File: src/sync_pkg.sv
// constants, carrier types and helper functions of the synchronizer mode block
// assumes a single 100 MHz clock and software access over AXI4-Lite
package sync_pkg;
   localparam int CLK_PERIOD_NS = 10;
   localparam int MS_NS = 1000000;
   localparam int CYCLES_PER_MS = MS_NS / CLK_PERIOD_NS;

   localparam logic [7:0] ADDR_CONFIG = 8'h00;
   localparam logic [7:0] ADDR_MODE_CMD = 8'h04;
   localparam logic [7:0] ADDR_CLOSE_TIME = 8'h08;
   localparam logic [7:0] ADDR_GAINS = 8'h0c;
   localparam logic [7:0] ADDR_STATUS = 8'h10;

   localparam int CFG_SYNC_LSB = 0;
   localparam int CFG_VMATCH_BIT = 2;
   localparam int CFG_DBEN_BIT = 3;
   localparam int CFG_RANGE_LSB = 4;
   localparam int CFG_BKR_BIT = 6;
   localparam int GAIN_KI_LSB = 16;

   localparam logic [6:0] CONFIG_RST = 7'h05;
   localparam logic [15:0] CLOSE_MS_RST = 16'h00c8;
   localparam logic [15:0] KP_RST = 16'h0100;
   localparam logic [15:0] KI_RST = 16'h0010;

   localparam logic [9:0] DEAD_LVL_LOW_V = 10'd27;
   localparam logic [9:0] DEAD_LVL_MID_V = 10'd40;
   localparam logic [9:0] DEAD_LVL_HIGH_V = 10'd80;

   localparam logic [1:0] RESP_OKAY = 2'h0;
   localparam logic [1:0] RESP_SLVERR = 2'h2;

   typedef enum logic [1:0] {MODE_OFF, MODE_CHECK, MODE_PERMISSIVE, MODE_RUN} mode_type;
   typedef enum logic [1:0] {SYNC_OFF, SYNC_PHASE, SYNC_SLIP} sync_kind_type;

   typedef struct packed {
      logic speed_raise;
      logic speed_lower;
      logic volt_raise;
      logic volt_lower;
   } manual_type;

   typedef struct packed {
      logic valid;
      mode_type mode;
   } mode_cmd_type;

   typedef struct packed {
      logic phase_ok;
      logic freq_ok;
      logic volt_ok;
      logic volt_low;
      logic [9:0] bus_volts;
      logic [1:0] aux_closed;
      logic signed [15:0] speed_err;
   } meas_type;

   typedef struct packed {
      logic bkr_sel;
      logic [1:0] range;
      logic dead_bus_en;
      logic volt_match_en;
      logic [1:0] sync_kind;
   } cfg_type;

   function automatic logic [9:0] dead_level(input logic [1:0] range);
      case (range)
         2'd0: dead_level = DEAD_LVL_LOW_V;
         2'd1: dead_level = DEAD_LVL_MID_V;
         default: dead_level = DEAD_LVL_HIGH_V;
      endcase
   endfunction : dead_level

   function automatic logic [31:0] wmerge(input logic [31:0] old, input logic [31:0] wd,
                                          input logic [3:0] strb);
      for (int i = 0; i < 4; i++) begin
         wmerge[i*8 +: 8] = strb[i] ? wd[i*8 +: 8] : old[i*8 +: 8];
      end
   endfunction : wmerge
endpackage : sync_pkg

File: src/sync_pi_loop.sv
// proportional-integral speed correction for the synchronizer
// assumes err is a signed phase/slip error sampled every clock
`timescale 1ns/10ps
module sync_pi_loop
   import sync_pkg::*;
(
   input wire logic aclk,
   input wire logic aresetn,
   input wire logic enable,
   input wire logic signed [15:0] err,
   input wire logic [15:0] kp,
   input wire logic [15:0] ki,
   output logic signed [15:0] bias
);
   typedef struct packed {
      logic signed [39:0] integ;
      logic signed [15:0] bias;
   } pi_state_type;

   pi_state_type q, d;
   logic signed [39:0] sum;

   always_comb begin
      d = q;
      sum = 40'sd0;
      if (!enable) begin
         // integrator cleared so a new attempt starts without windup
         d = '0;
      end else begin
         // widen before multiplying so the product is not cut to 17 bits
         d.integ = q.integ + 40'(err) * 40'($signed({1'b0, ki}));
         sum = 40'(err) * 40'($signed({1'b0, kp})) + q.integ;
         sum = sum >>> 8;
         if (sum > 40'sd32767) begin
            d.bias = 16'sh7fff;
         end else if (sum < -40'sd32768) begin
            d.bias = -16'sh8000;
         end else begin
            d.bias = sum[15:0];
         end
      end
   end

   always_ff @(posedge aclk) begin
      if (!aresetn) begin
         q <= '0;
      end else begin
         q <= d;
      end
   end

   assign bias = q.bias;

   a_pi_idle_zero: assert property (@(posedge aclk) disable iff (!aresetn)
      !enable |=> bias == 16'sh0000) else $error("bias not zero while disabled");
endmodule : sync_pi_loop

File: src/sync_close_timer.sv
// counts the length of a breaker close command
// assumes run stays high for the whole command and drops after it
`timescale 1ns/10ps
module sync_close_timer
   import sync_pkg::*;
(
   input wire logic aclk,
   input wire logic aresetn,
   input wire logic run,
   input wire logic [15:0] limit_ms,
   output logic expired
);
   typedef struct packed {
      logic [39:0] count;
   } tmr_state_type;

   tmr_state_type q, d;
   logic [39:0] limit;

   always_comb begin
      limit = 40'(limit_ms) * 40'(CYCLES_PER_MS);
      d = q;
      if (!run) begin
         d.count = '0;
      end else if (q.count < limit) begin
         d.count = q.count + 40'd1;
      end
   end

   always_ff @(posedge aclk) begin
      if (!aresetn) begin
         q <= '0;
      end else begin
         q <= d;
      end
   end

   // a zero time expires at once rather than never
   assign expired = run && (q.count >= limit);

   a_timer_bounded: assert property (@(posedge aclk) disable iff (!aresetn)
      run && !expired |=> q.count == $past(q.count) + 40'd1 || !run)
      else $error("close timer did not advance");
endmodule : sync_close_timer

File: src/sync_ctrl.sv
// synchronizer mode selection, output gating, close sequencing and dead bus
// assumes measurement flags arrive synchronous to aclk from the analog front end
//
// Our own choices: the placing of the registers and the AXI4-Lite interface to the registers.
`timescale 1ns/10ps
module sync_ctrl
   import sync_pkg::*;
(
   input wire logic aclk,
   input wire logic aresetn,
   input wire logic [7:0] s_axi_awaddr,
   input wire logic s_axi_awvalid,
   output logic s_axi_awready,
   input wire logic [31:0] s_axi_wdata,
   input wire logic [3:0] s_axi_wstrb,
   input wire logic s_axi_wvalid,
   output logic s_axi_wready,
   output logic [1:0] s_axi_bresp,
   output logic s_axi_bvalid,
   input wire logic s_axi_bready,
   input wire logic [7:0] s_axi_araddr,
   input wire logic s_axi_arvalid,
   output logic s_axi_arready,
   output logic [31:0] s_axi_rdata,
   output logic [1:0] s_axi_rresp,
   output logic s_axi_rvalid,
   input wire logic s_axi_rready,
   input wire logic mode_auto,
   input wire mode_cmd_type panel_cmd,
   input wire mode_cmd_type [1:0] link_cmd,
   input wire manual_type manual,
   input wire meas_type meas,
   input wire logic peer_token,
   output mode_type active_mode,
   output logic speed_bias_en,
   output logic signed [15:0] speed_bias,
   output logic volt_raise,
   output logic volt_lower,
   output logic [1:0] close_cmd,
   output manual_type net_bias,
   output logic dead_bus_ack
);
   typedef struct packed {
      cfg_type cfg;
      mode_type cmd;
      logic [15:0] close_ms;
      logic [15:0] kp;
      logic [15:0] ki;
      logic done;
      logic dead;
      logic token;
      logic ack;
      logic closing;
      mode_type mode;
      logic sb_en;
      logic vr;
      logic vl;
      logic [1:0] close;
      manual_type net;
      logic bvalid;
      logic [1:0] bresp;
      logic rvalid;
      logic [1:0] rresp;
      logic [31:0] rdata;
   } ctrl_state_type;

   ctrl_state_type q, d;
   logic aw_go;
   logic ar_go;
   logic forced_off;
   logic sync_ok;
   logic db_permit;
   logic want_close;
   logic end_evt;
   logic aux_sel;
   logic expired;
   logic [31:0] wd;

   ////////////////////////////////////////////////////////////////////////////////
   // bus handshakes: address and data are taken together, one write in flight

   assign aw_go = s_axi_awvalid && s_axi_wvalid && !q.bvalid;
   assign ar_go = s_axi_arvalid && !q.rvalid;
   assign s_axi_awready = aw_go;
   assign s_axi_wready = aw_go;
   assign s_axi_arready = !q.rvalid;

   ////////////////////////////////////////////////////////////////////////////////
   // next-state logic

   always_comb begin
      d = q;
      wd = '0;
      forced_off = 1'b0;
      sync_ok = 1'b0;
      db_permit = 1'b0;
      want_close = 1'b0;
      end_evt = 1'b0;
      aux_sel = 1'b0;

      // mode command sources; a later assignment wins a same-cycle tie
      if (panel_cmd.valid) begin
         d.cmd = panel_cmd.mode;
      end
      for (int i = 0; i < 2; i++) begin
         if (link_cmd[i].valid) begin
            d.cmd = link_cmd[i].mode;
         end
      end

      // register writes
      if (q.bvalid && s_axi_bready) begin
         d.bvalid = 1'b0;
      end
      if (aw_go) begin
         d.bvalid = 1'b1;
         d.bresp = RESP_OKAY;
         case (s_axi_awaddr)
            ADDR_CONFIG: begin
               wd = wmerge({25'h0, q.cfg}, s_axi_wdata, s_axi_wstrb);
               d.cfg = wd[6:0];
            end
            ADDR_MODE_CMD: begin
               if (s_axi_wstrb[0]) begin
                  d.cmd = mode_type'(s_axi_wdata[1:0]);
               end
            end
            ADDR_CLOSE_TIME: begin
               wd = wmerge({16'h0, q.close_ms}, s_axi_wdata, s_axi_wstrb);
               d.close_ms = wd[15:0];
            end
            ADDR_GAINS: begin
               wd = wmerge({q.ki, q.kp}, s_axi_wdata, s_axi_wstrb);
               d.kp = wd[15:0];
               d.ki = wd[31:GAIN_KI_LSB];
            end
            default: d.bresp = RESP_SLVERR;
         endcase
      end

      // register reads
      if (q.rvalid && s_axi_rready) begin
         d.rvalid = 1'b0;
      end
      if (ar_go) begin
         d.rvalid = 1'b1;
         d.rresp = RESP_OKAY;
         case (s_axi_araddr)
            ADDR_CONFIG: d.rdata = {25'h0, q.cfg};
            ADDR_MODE_CMD: d.rdata = {30'h0, q.cmd};
            ADDR_CLOSE_TIME: d.rdata = {16'h0, q.close_ms};
            ADDR_GAINS: d.rdata = {q.ki, q.kp};
            ADDR_STATUS: begin
               d.rdata = {22'h0, q.vl, q.vr, q.close, q.sb_en, q.done, q.token,
                          q.dead, q.mode};
            end
            default: begin
               d.rdata = '0;
               d.rresp = RESP_SLVERR;
            end
         endcase
      end

      // dead bus detection and token handling
      d.dead = meas.bus_volts < dead_level(q.cfg.range);
      d.ack = d.dead && !q.dead;
      if (!d.dead) begin
         d.token = 1'b0;
      end else if (peer_token) begin
         d.token = 1'b1;
      end

      // closing ends on the selected breaker's aux contact or, in Run only, the close timer
      aux_sel = meas.aux_closed[q.cfg.bkr_sel];
      end_evt = (q.close != 2'b00) && (aux_sel || (q.mode == MODE_RUN && expired));
      // done latches until Auto is cycled off
      d.done = (q.done || end_evt) && mode_auto;

      // mode: forced off overrides the latest command
      forced_off = !mode_auto || (q.cfg.sync_kind == SYNC_OFF) || d.done;
      d.mode = forced_off ? MODE_OFF : d.cmd;

      // closure permission
      sync_ok = meas.phase_ok && meas.freq_ok && (meas.volt_ok || !q.cfg.volt_match_en);
      db_permit = !aux_sel && q.cfg.dead_bus_en && q.dead && q.token;
      want_close = (sync_ok || db_permit) && !aux_sel;

      case (d.mode)
         MODE_RUN: begin
            // once started, the command is held until it ends
            d.closing = q.closing || want_close;
            d.sb_en = 1'b1;
         end
         MODE_PERMISSIVE: begin
            d.closing = want_close;
            d.sb_en = 1'b0;
         end
         MODE_CHECK: begin
            d.closing = 1'b0;
            d.sb_en = 1'b1;
         end
         default: begin
            d.closing = 1'b0;
            d.sb_en = 1'b0;
         end
      endcase

      // one close output per breaker, only the selected one driven
      d.close = 2'b00;
      d.close[q.cfg.bkr_sel] = d.closing;

      // voltage matching is frozen while a Run close command is out; Permissive holds both outputs low
      // next config is used so the outputs drop on the edge that disables matching
      if (!d.cfg.volt_match_en || !(d.mode == MODE_RUN || d.mode == MODE_CHECK)) begin
         d.vr = 1'b0;
         d.vl = 1'b0;
      end else if (!(d.mode == MODE_RUN && q.closing)) begin
         d.vr = !meas.volt_ok && meas.volt_low;
         d.vl = !meas.volt_ok && !meas.volt_low;
      end

      // panel switches reach the network only in Off and Permissive
      if (d.mode == MODE_OFF || d.mode == MODE_PERMISSIVE) begin
         d.net = manual;
      end else begin
         d.net = '0;
      end
   end

   ////////////////////////////////////////////////////////////////////////////////
   // state register

   always_ff @(posedge aclk) begin
      if (!aresetn) begin
         q <= '0;
         q.cfg <= CONFIG_RST;
         q.close_ms <= CLOSE_MS_RST;
         q.kp <= KP_RST;
         q.ki <= KI_RST;
      end else begin
         q <= d;
      end
   end

   ////////////////////////////////////////////////////////////////////////////////
   // helpers

   sync_pi_loop u_pi (
      .aclk(aclk),
      .aresetn(aresetn),
      .enable(q.sb_en),
      .err(meas.speed_err),
      .kp(q.kp),
      .ki(q.ki),
      .bias(speed_bias)
   );

   sync_close_timer u_timer (
      .aclk(aclk),
      .aresetn(aresetn),
      .run(q.closing),
      .limit_ms(q.close_ms),
      .expired(expired)
   );

   assign s_axi_bvalid = q.bvalid;
   assign s_axi_bresp = q.bresp;
   assign s_axi_rvalid = q.rvalid;
   assign s_axi_rresp = q.rresp;
   assign s_axi_rdata = q.rdata;
   assign active_mode = q.mode;
   assign speed_bias_en = q.sb_en;
   assign volt_raise = q.vr;
   assign volt_lower = q.vl;
   assign close_cmd = q.close;
   assign net_bias = q.net;
   assign dead_bus_ack = q.ack;

   ////////////////////////////////////////////////////////////////////////////////
   // checks

   a_off_all_disabled: assert property (@(posedge aclk) disable iff (!aresetn)
      q.mode == MODE_OFF |-> !q.sb_en && q.close == 2'b00 && !q.vr && !q.vl)
      else $error("output active in off mode");

   a_off_no_auto: assert property (@(posedge aclk) disable iff (!aresetn)
      !mode_auto |=> q.mode == MODE_OFF) else $error("mode not off without auto");

   a_run_needs_auto: assert property (@(posedge aclk) disable iff (!aresetn)
      $rose(q.mode == MODE_RUN) |-> $past(mode_auto)) else $error("run without auto");

   a_manual_ignored: assert property (@(posedge aclk) disable iff (!aresetn)
      q.mode == MODE_RUN || q.mode == MODE_CHECK |-> q.net == '0)
      else $error("panel switches forwarded in run or check");

   a_manual_forward: assert property (@(posedge aclk) disable iff (!aresetn)
      mode_auto == 1'b0 ##1 mode_auto == 1'b0 |-> q.net == $past(manual))
      else $error("panel switches not forwarded in off mode");

   a_check_no_close: assert property (@(posedge aclk) disable iff (!aresetn)
      q.mode == MODE_CHECK |-> q.close == 2'b00 && q.sb_en)
      else $error("close issued in check mode");

   a_perm_no_bias: assert property (@(posedge aclk) disable iff (!aresetn)
      q.mode == MODE_PERMISSIVE |-> !q.sb_en && !q.vr && !q.vl)
      else $error("bias active in permissive mode");

   a_vmatch_off: assert property (@(posedge aclk) disable iff (!aresetn)
      !q.cfg.volt_match_en |-> !q.vr && !q.vl) else $error("voltage command without matching");

   a_aux_ends_close: assert property (@(posedge aclk) disable iff (!aresetn)
      q.close != 2'b00 && meas.aux_closed[q.cfg.bkr_sel] |=> q.close == 2'b00
      && q.mode == MODE_OFF) else $error("close not ended by aux contact");

   a_run_holds_bias: assert property (@(posedge aclk) disable iff (!aresetn)
      q.mode == MODE_RUN && q.close != 2'b00 |-> q.sb_en) else $error("bias dropped in close");

   a_dead_detect: assert property (@(posedge aclk) disable iff (!aresetn)
      meas.bus_volts < dead_level(q.cfg.range) && $stable(q.cfg.range) |=> q.dead)
      else $error("dead bus not flagged");

   a_ack_pulse: assert property (@(posedge aclk) disable iff (!aresetn)
      q.ack |-> q.dead && !$past(q.dead) ##1 !q.ack) else $error("ack not a single pulse");

   a_deadbus_perm: assert property (@(posedge aclk) disable iff (!aresetn)
      q.close != 2'b00 && $rose(q.closing) && !$past(meas.phase_ok) |->
      $past(q.cfg.dead_bus_en) && $past(q.token)) else $error("dead bus close without permit");
endmodule : sync_ctrl

File: config.mk
export PLATFORM = sky130hd
export DESIGN_NAME = sync_ctrl
export DESIGN_NICKNAME = d
export VERILOG_FILES = /design/src/sync_pkg.sv /design/src/sync_pi_loop.sv /design/src/sync_close_timer.sv /design/src/sync_ctrl.sv
export SDC_FILE = /design/constraint.sdc
export NUM_CORES = 2
export LEC_CHECK = 0
export CAP_MARGIN = 20
export CORE_AREA = 4 4 299 301
export DETAILED_ROUTE_END_ITERATION = 8
export DIE_AREA = 0 0 303 305
export DONT_BUFFER_PORTS = 1
export GPL_TIMING_DRIVEN = 0
export PLACE_DENSITY = 0.5
export SKIP_LAST_GASP = 1
export SLEW_MARGIN = 20
export SYNTH_ARGS = -nofsm -noshare
export SYNTH_HDL_FRONTEND = slang
export SYNTH_SLANG_ARGS = --single-unit
File: constraint.sdc
create_clock -name aclk -period 14.2 [get_ports aclk]
set_input_delay 1.42 -clock aclk [delete_from_list [all_inputs] [get_ports aclk]]
set_output_delay 1.42 -clock aclk [all_outputs]
set_load 0.02 [all_outputs]
After elaboration in Yosys (flattened, before gate mapping)
Index checks and enable logic that the tools add are counted.
{"block": "op_classes", "addsub": 3, "mul": 3, "div": 0, "magnitude_cmp": 7, "n_eq_ne": 12, "n_shift": 0, "muxes": 33, "bitwise": 3, "reduce_logical": 64}
{"cell": "$pmux W32 S5", "n": 1}
{"cell": "$mul A16 B17 Y33", "n": 2}
{"cell": "$mux W53", "n": 1}
{"cell": "$mux W8", "n": 6}
{"cell": "$add A33 B40 Y40", "n": 1}
{"cell": "$add A40 B1 Y40 const B", "n": 1}
{"cell": "$add A40 B40 Y40", "n": 1}
{"cell": "$ge A40 B33 Y1", "n": 1}
{"cell": "$lt A40 B33 Y1", "n": 1}
{"cell": "$mux W35", "n": 1}
{"cell": "$eq A8 B4 Y1 const B", "n": 4}
{"cell": "$gt A32 B16 Y1 const B", "n": 1}
{"cell": "$lt A32 B16 Y1 const B", "n": 1}
{"cell": "$mux W16", "n": 2}
{"cell": "$mux W32", "n": 1}
{"cell": "$mul A16 B12 Y28 const B", "n": 1}
{"cell": "$reduce_and A3 Y1", "n": 7}
{"cell": "$logic_and A1 B1 Y1", "n": 20}
{"cell": "$eq A8 B3 Y1 const B", "n": 2}
{"cell": "$logic_not A8 Y1", "n": 2}
{"cell": "$mux W2", "n": 8}
{"cell": "$mux W15", "n": 1}
{"cell": "$pmux W7 S2", "n": 1}
{"cell": "$logic_not A1 Y1", "n": 10}
{"cell": "other kinds (20)", "n": 48}
{"block": "word_totals", "register_bits": 207, "latchBits": 0, "ram_bits": 0, "mem_bits_ro": 0, "inputBits": 106, "out_inout_bits": 69, "word_cells": 160, "memories": 0}

Logic depth before layout (Yosys ltp)
{"block": "logic_depth", "word_depth": 15, "ltp_mapped": 37, "ltp_nobuf": 36}

Hierarchy
A second synthesis with hierarchy kept.
{"block": "hier_totals", "cells_unflattened": 3794, "hier_area_um2": 32931.6}
{"module": "sync_pi_loop", "n_inst": 1, "cells_per_inst": 2499, "area_per_inst_um2": 21753.4, "seq_area_each_um2": 1121.1}
{"module": "sync_close_timer", "n_inst": 1, "cells_per_inst": 741, "area_per_inst_um2": 6308.6, "seq_area_each_um2": 800.8}
{"module": "sync_ctrl", "n_inst": 1, "cells_per_inst": 554, "area_per_inst_um2": 4869.7, "seq_area_each_um2": 2182.1}

Worst setup path after synthesis
OpenSTA, ideal clock, no wires.
{"block": "synth_path", "path_type": "input -> register", "startpoint": "in meas[9] (netlist bit)", "endpoint": "reg u_pi.q[55] (netlist bit)", "t_arrival_ps": 9326, "path_slack_ps": 4761, "stages": 33, "path_buffers": 1, "path_cell_list": "buf_1 > nand2_1 > fa_1 > inv_1 > fa_1 > inv_1 > fa_1 > inv_1 > fa_1 > inv_1 > fa_1 > inv_1 > fa_1 > ha_1 > or4_1 > a21oi_1 > nand4_1 > a21bo_2 > a31o_2 > a21o_1 > a21oi_1 > xnor2_1 > ha_1 > o21a_1 > o21ai_0 > a211oi_1 > a2111oi_1 > o221ai_1 > o41ai_2 > o21ai_0 > o41a_1 > xor3_1 > nor2b_1"}
{"block": "synth_via", "elab_chain_len": 2}
{"item": "from (decl)", "line": "sync_ctrl.sv:32", "rtl": "input wire meas_type meas,"}
{"item": "$mul A16 B17 Y33", "line": "sync_pi_loop.sv:31", "rtl": "d.integ = q.integ + 40'(err) * 40'($signed({1'b0, ki}));"}
{"item": "$add A40 B40 Y40", "line": "sync_pi_loop.sv:31"}
{"item": "to (signal assigned)", "line": "sync_pi_loop.sv:46", "rtl": "q <= '0;"}
{"item": "to (signal assigned)", "line": "sync_pi_loop.sv:48", "rtl": "q <= d;"}
{"item": "to (decl)", "line": "sync_pi_loop.sv:20", "rtl": "pi_state_type q, d;"}
Every way passes these cells.
A chain may end at the register's enable or synchronous reset.

Worst setup path after layout
{"block": "layout_path", "startpoint": "reg, netlist name q[62]", "endpoint": "reg u_pi.q[55] (netlist bit)"}
{"block": "layout_via", "elab_chain_len": 2}
{"item": "$mul A16 B17 Y33", "line": "sync_pi_loop.sv:31"}
{"item": "$add A40 B40 Y40", "line": "sync_pi_loop.sv:31"}
Every way passes these cells.

==> reports/metrics.cfg <==
[run_status]
status = complete, no violations

[drt]
wirelength_um = 95800
vias = 24200
drt_iter0_drc = 1269
via_per_inst = 4.94
drc_errors = 0
ant_nets = 0
dr.pass1.iters = 7
wire_per_inst_um = 19.5

[placement]
post-place-ws_ns = 3.19
numPortBuffers = 0
dp_hpwl_um = 81500
gp_congestion = 0.871
post-place-cells = 4852

[global_routing]
grt_use_met2_pct = 35.9
grt_pass1_vias = 24800
met1_usage_pct = 27.8
grt_max_degree = 16
grt_overflow = 0
track_usage_pct = 20.9
grt_pass1_wl_um = 148000
use_met3_pct = 3.29
busiest_layer = met2
antenna_found_initial = 9

[sta]
drv_slew = 0
setup_slack_ns = 3.68
final_hold_viol_count = 0
fin_setup_tns_ns = 0
min_period_over_period_pct = 74.1
period_needed_ns = 10.52
max_freq_mhz = 95.0
worst_pin_slew_ns = 1.03
fin_worst_skew_ns = 0.0264
final-setup-viol-count = 0
relSlewSlack_pct = 31.1
rsz0062_at_grt = no

[pwr]
power.switching_mw = 0.512
power.internal_mw = 1.18
switching_share_pct = 30.3
peakVddDrop_uv = 73.4
clockPowerShare_pct = 45.7
pwr-share-comb_pct = 19.5
power_density_mw_per_mm2 = 48.1
p_leak_nw = 17.7
p_seq_share_pct = 34.8
power.total_mw = 1.69

[cts]
clock_sink_count = 205
clk_pin_slew_ns = 0.06
cts_resized = 0
post_cts_buffers = 0
clkLatencyLatePin_ns = 0.59
numCtsBuffers = 28
cts_tree = yes
htree_levels = 1
hold_buffers = 0
root_buffer = clkbuf_16
clockBufferDepth = 3

[critical_path]
crit_slowest_cell = clkbuf_1
cp_data_arrival_time_ns = 10.99
crit_required_ns = 14.66
crit_path_start_kind = register
cp-end-kind = register
cp_slowest_stage_delay_ns = 0.60
critical_path_class = reg2reg
crit_fanout = 10
path_common_cell = fa_1

[die]
io_pins = 175
die_h_um = 305
die_x_um = 303
core_area_mm2 = 0.0866
start_util_pct = 37.7
fp.dieArea_mm2 = 0.0924
row_count = 108

[logic_synthesis]
synthArstFlopShare_pct = 0
synth_top_area_share_pct = 28.3
synth.distinct_cells = 101
ys_ff_latch = 205
synth-edff-count = 0
synth_cells = 3695
synth_most_common_cell = inv_1
ys_seq_area_share_pct = 12.6
synth_common_cells = inv_1 (670), fa_1 (461), ha_1 (438)
syn_area_per_cell_um2 = 8.84
yosys_warnings = 0
syn_area_mm2 = 0.0327
netlist_top_cells_area = fa_1 (28%), ha_1 (17%), dfxtp_1 (13%)
synthFlopType = dfxtp_1
synth_area_leader_cell = fa_1

[finish]
nNetsFinal = 4732
drive_gt1_share_pct = 4.81
fin_util_pct = 40.6
syn2layout_area_growth_pct = 7.58
instances_no_fill = 4906

[hold_path]
worstHoldPathType = reg2reg

[job]
drv_cap = 0

-- state kept, by name, indices dropped and copies added, names as in the netlist --
register and cells:
q 61, u_pi.q 40, u_timer.q 40, s_axi_rdata 32, u_pi.bias 16, net_bias 4
active_mode 2, close_cmd 2, dead_bus_ack 1, s_axi_bresp 1, s_axi_bvalid 1, s_axi_rresp 1
s_axi_rvalid 1, speed_bias_en 1, volt_lower 1, volt_raise 1
-- final cells by class --
type,instances,area (µm²)
fillers,8848,51500
multi-input cells,2613,25000
flip-flops and latches,205,4100
inverters,671,2520
well taps,1155,1450
plain buffers,207,1040
clock buffers,37,815
clock inverters,11,176
diodes,6,15.0
repair buffers,1,7.51
-- metrics by stage --
stage	hold WS, ns	area [µm²]
CTS	0.473	35100
global placement	0.458	34100
floorplan	0.410	32700
detailed placement	0.458	34100
finish	0.471	35100
global route	0.488	35100
-- cell families (layout without fill, tap and decap cells) --
family	count (synthesis)	after routing	synth area share, %
DFF	205	205	12.6
other	1	8	0.0115
and+or+nand+nor	1079	1079	16.5
muxes	71	71	2.20
xor gates and xnor gates	142	142	3.88
adders and majority gates	899	899	45.0
AOI/OAI and AO/OA	420	420	8.94
buffers and inverters	878	927	10.9
-- power by group through the flow --
stage          combinational, mW  clock (mW)  sequential (mW)
2_1_floorplan              0.248           0            0.597
4_1_cts                    0.334       0.801            0.588
3_3_place_gp               0.332           0            0.601
6_report                   0.329       0.772            0.588
3_5_place_dp               0.331           0            0.601
5_1_grt                    0.373       0.819            0.588
-- critical path, delay by kind of cell (launching register included) --
| family | cells | cell delay, ns |
|---|---|---|
| buffers and inverters | 7 | 1.43 |
| and+or+nand+nor | 4 | 1.02 |
| AOI/OAI and AO/OA | 13 | 3.52 |
| adders and majority gates | 8 | 3.75 |
| DFF | 1 | 0.30 |
| xor gates and xnor gates | 2 | 0.35 |
-- layout by cell type (no fill, tap or decap), types with 8 or more instances in the layout --
master / Yosys / final
inv_1: 670 / 670
fa_1: 461 / 461
ha_1: 438 / 438
nand2_1: 398 / 398
and2_1: 221 / 221
dfxtp_1: 205 / 205
nor2_1: 153 / 153
clkbuf_1: 131 / 131
a21oi_1: 110 / 110
xnor2_1: 84 / 84
nor2b_1: 78 / 78
o21ai_0: 73 / 73
a21o_1: 68 / 68
mux2i_1: 64 / 64
buf_4: 62 / 63
xor2_1: 56 / 56
nand3_1: 51 / 51
nand2b_1: 37 / 37
and3_1: 34 / 34
clkbuf_16: 0 / 28
nor3_1: 26 / 25
o21a_1: 23 / 23
nand4_1: 21 / 21
a211oi_1: 17 / 17
a21boi_0: 17 / 17
o21bai_1: 14 / 14
nor4_1: 10 / 10
a31oi_1: 10 / 10
clkbuf_8: 1 / 9
a22oi_1: 9 / 9
or3_1: 9 / 9
a222oi_1: 8 / 8
-- routing by layer --
layer  wire [µm]  vias to the layer above
met3        4670                       76
met5           0                        -
li1            -                    11700
met4        1780                        0
met1       42200                    12000
met2       47200                      453
-- worst paths after layout --
path                   startpoint               to  slack [ns]  cells past startpoint
setup reg to reg            q[62]       u_pi.q[55]        3.68                     34
hold / removal    s_axi_rdata[26]  s_axi_rdata[26]        0.47                      2
setup / recovery            q[62]       u_pi.q[55]        3.68                     34
hold reg to reg   s_axi_rdata[26]  s_axi_rdata[26]        0.47                      2
Note: power is estimated with default switching activity, not from simulation.
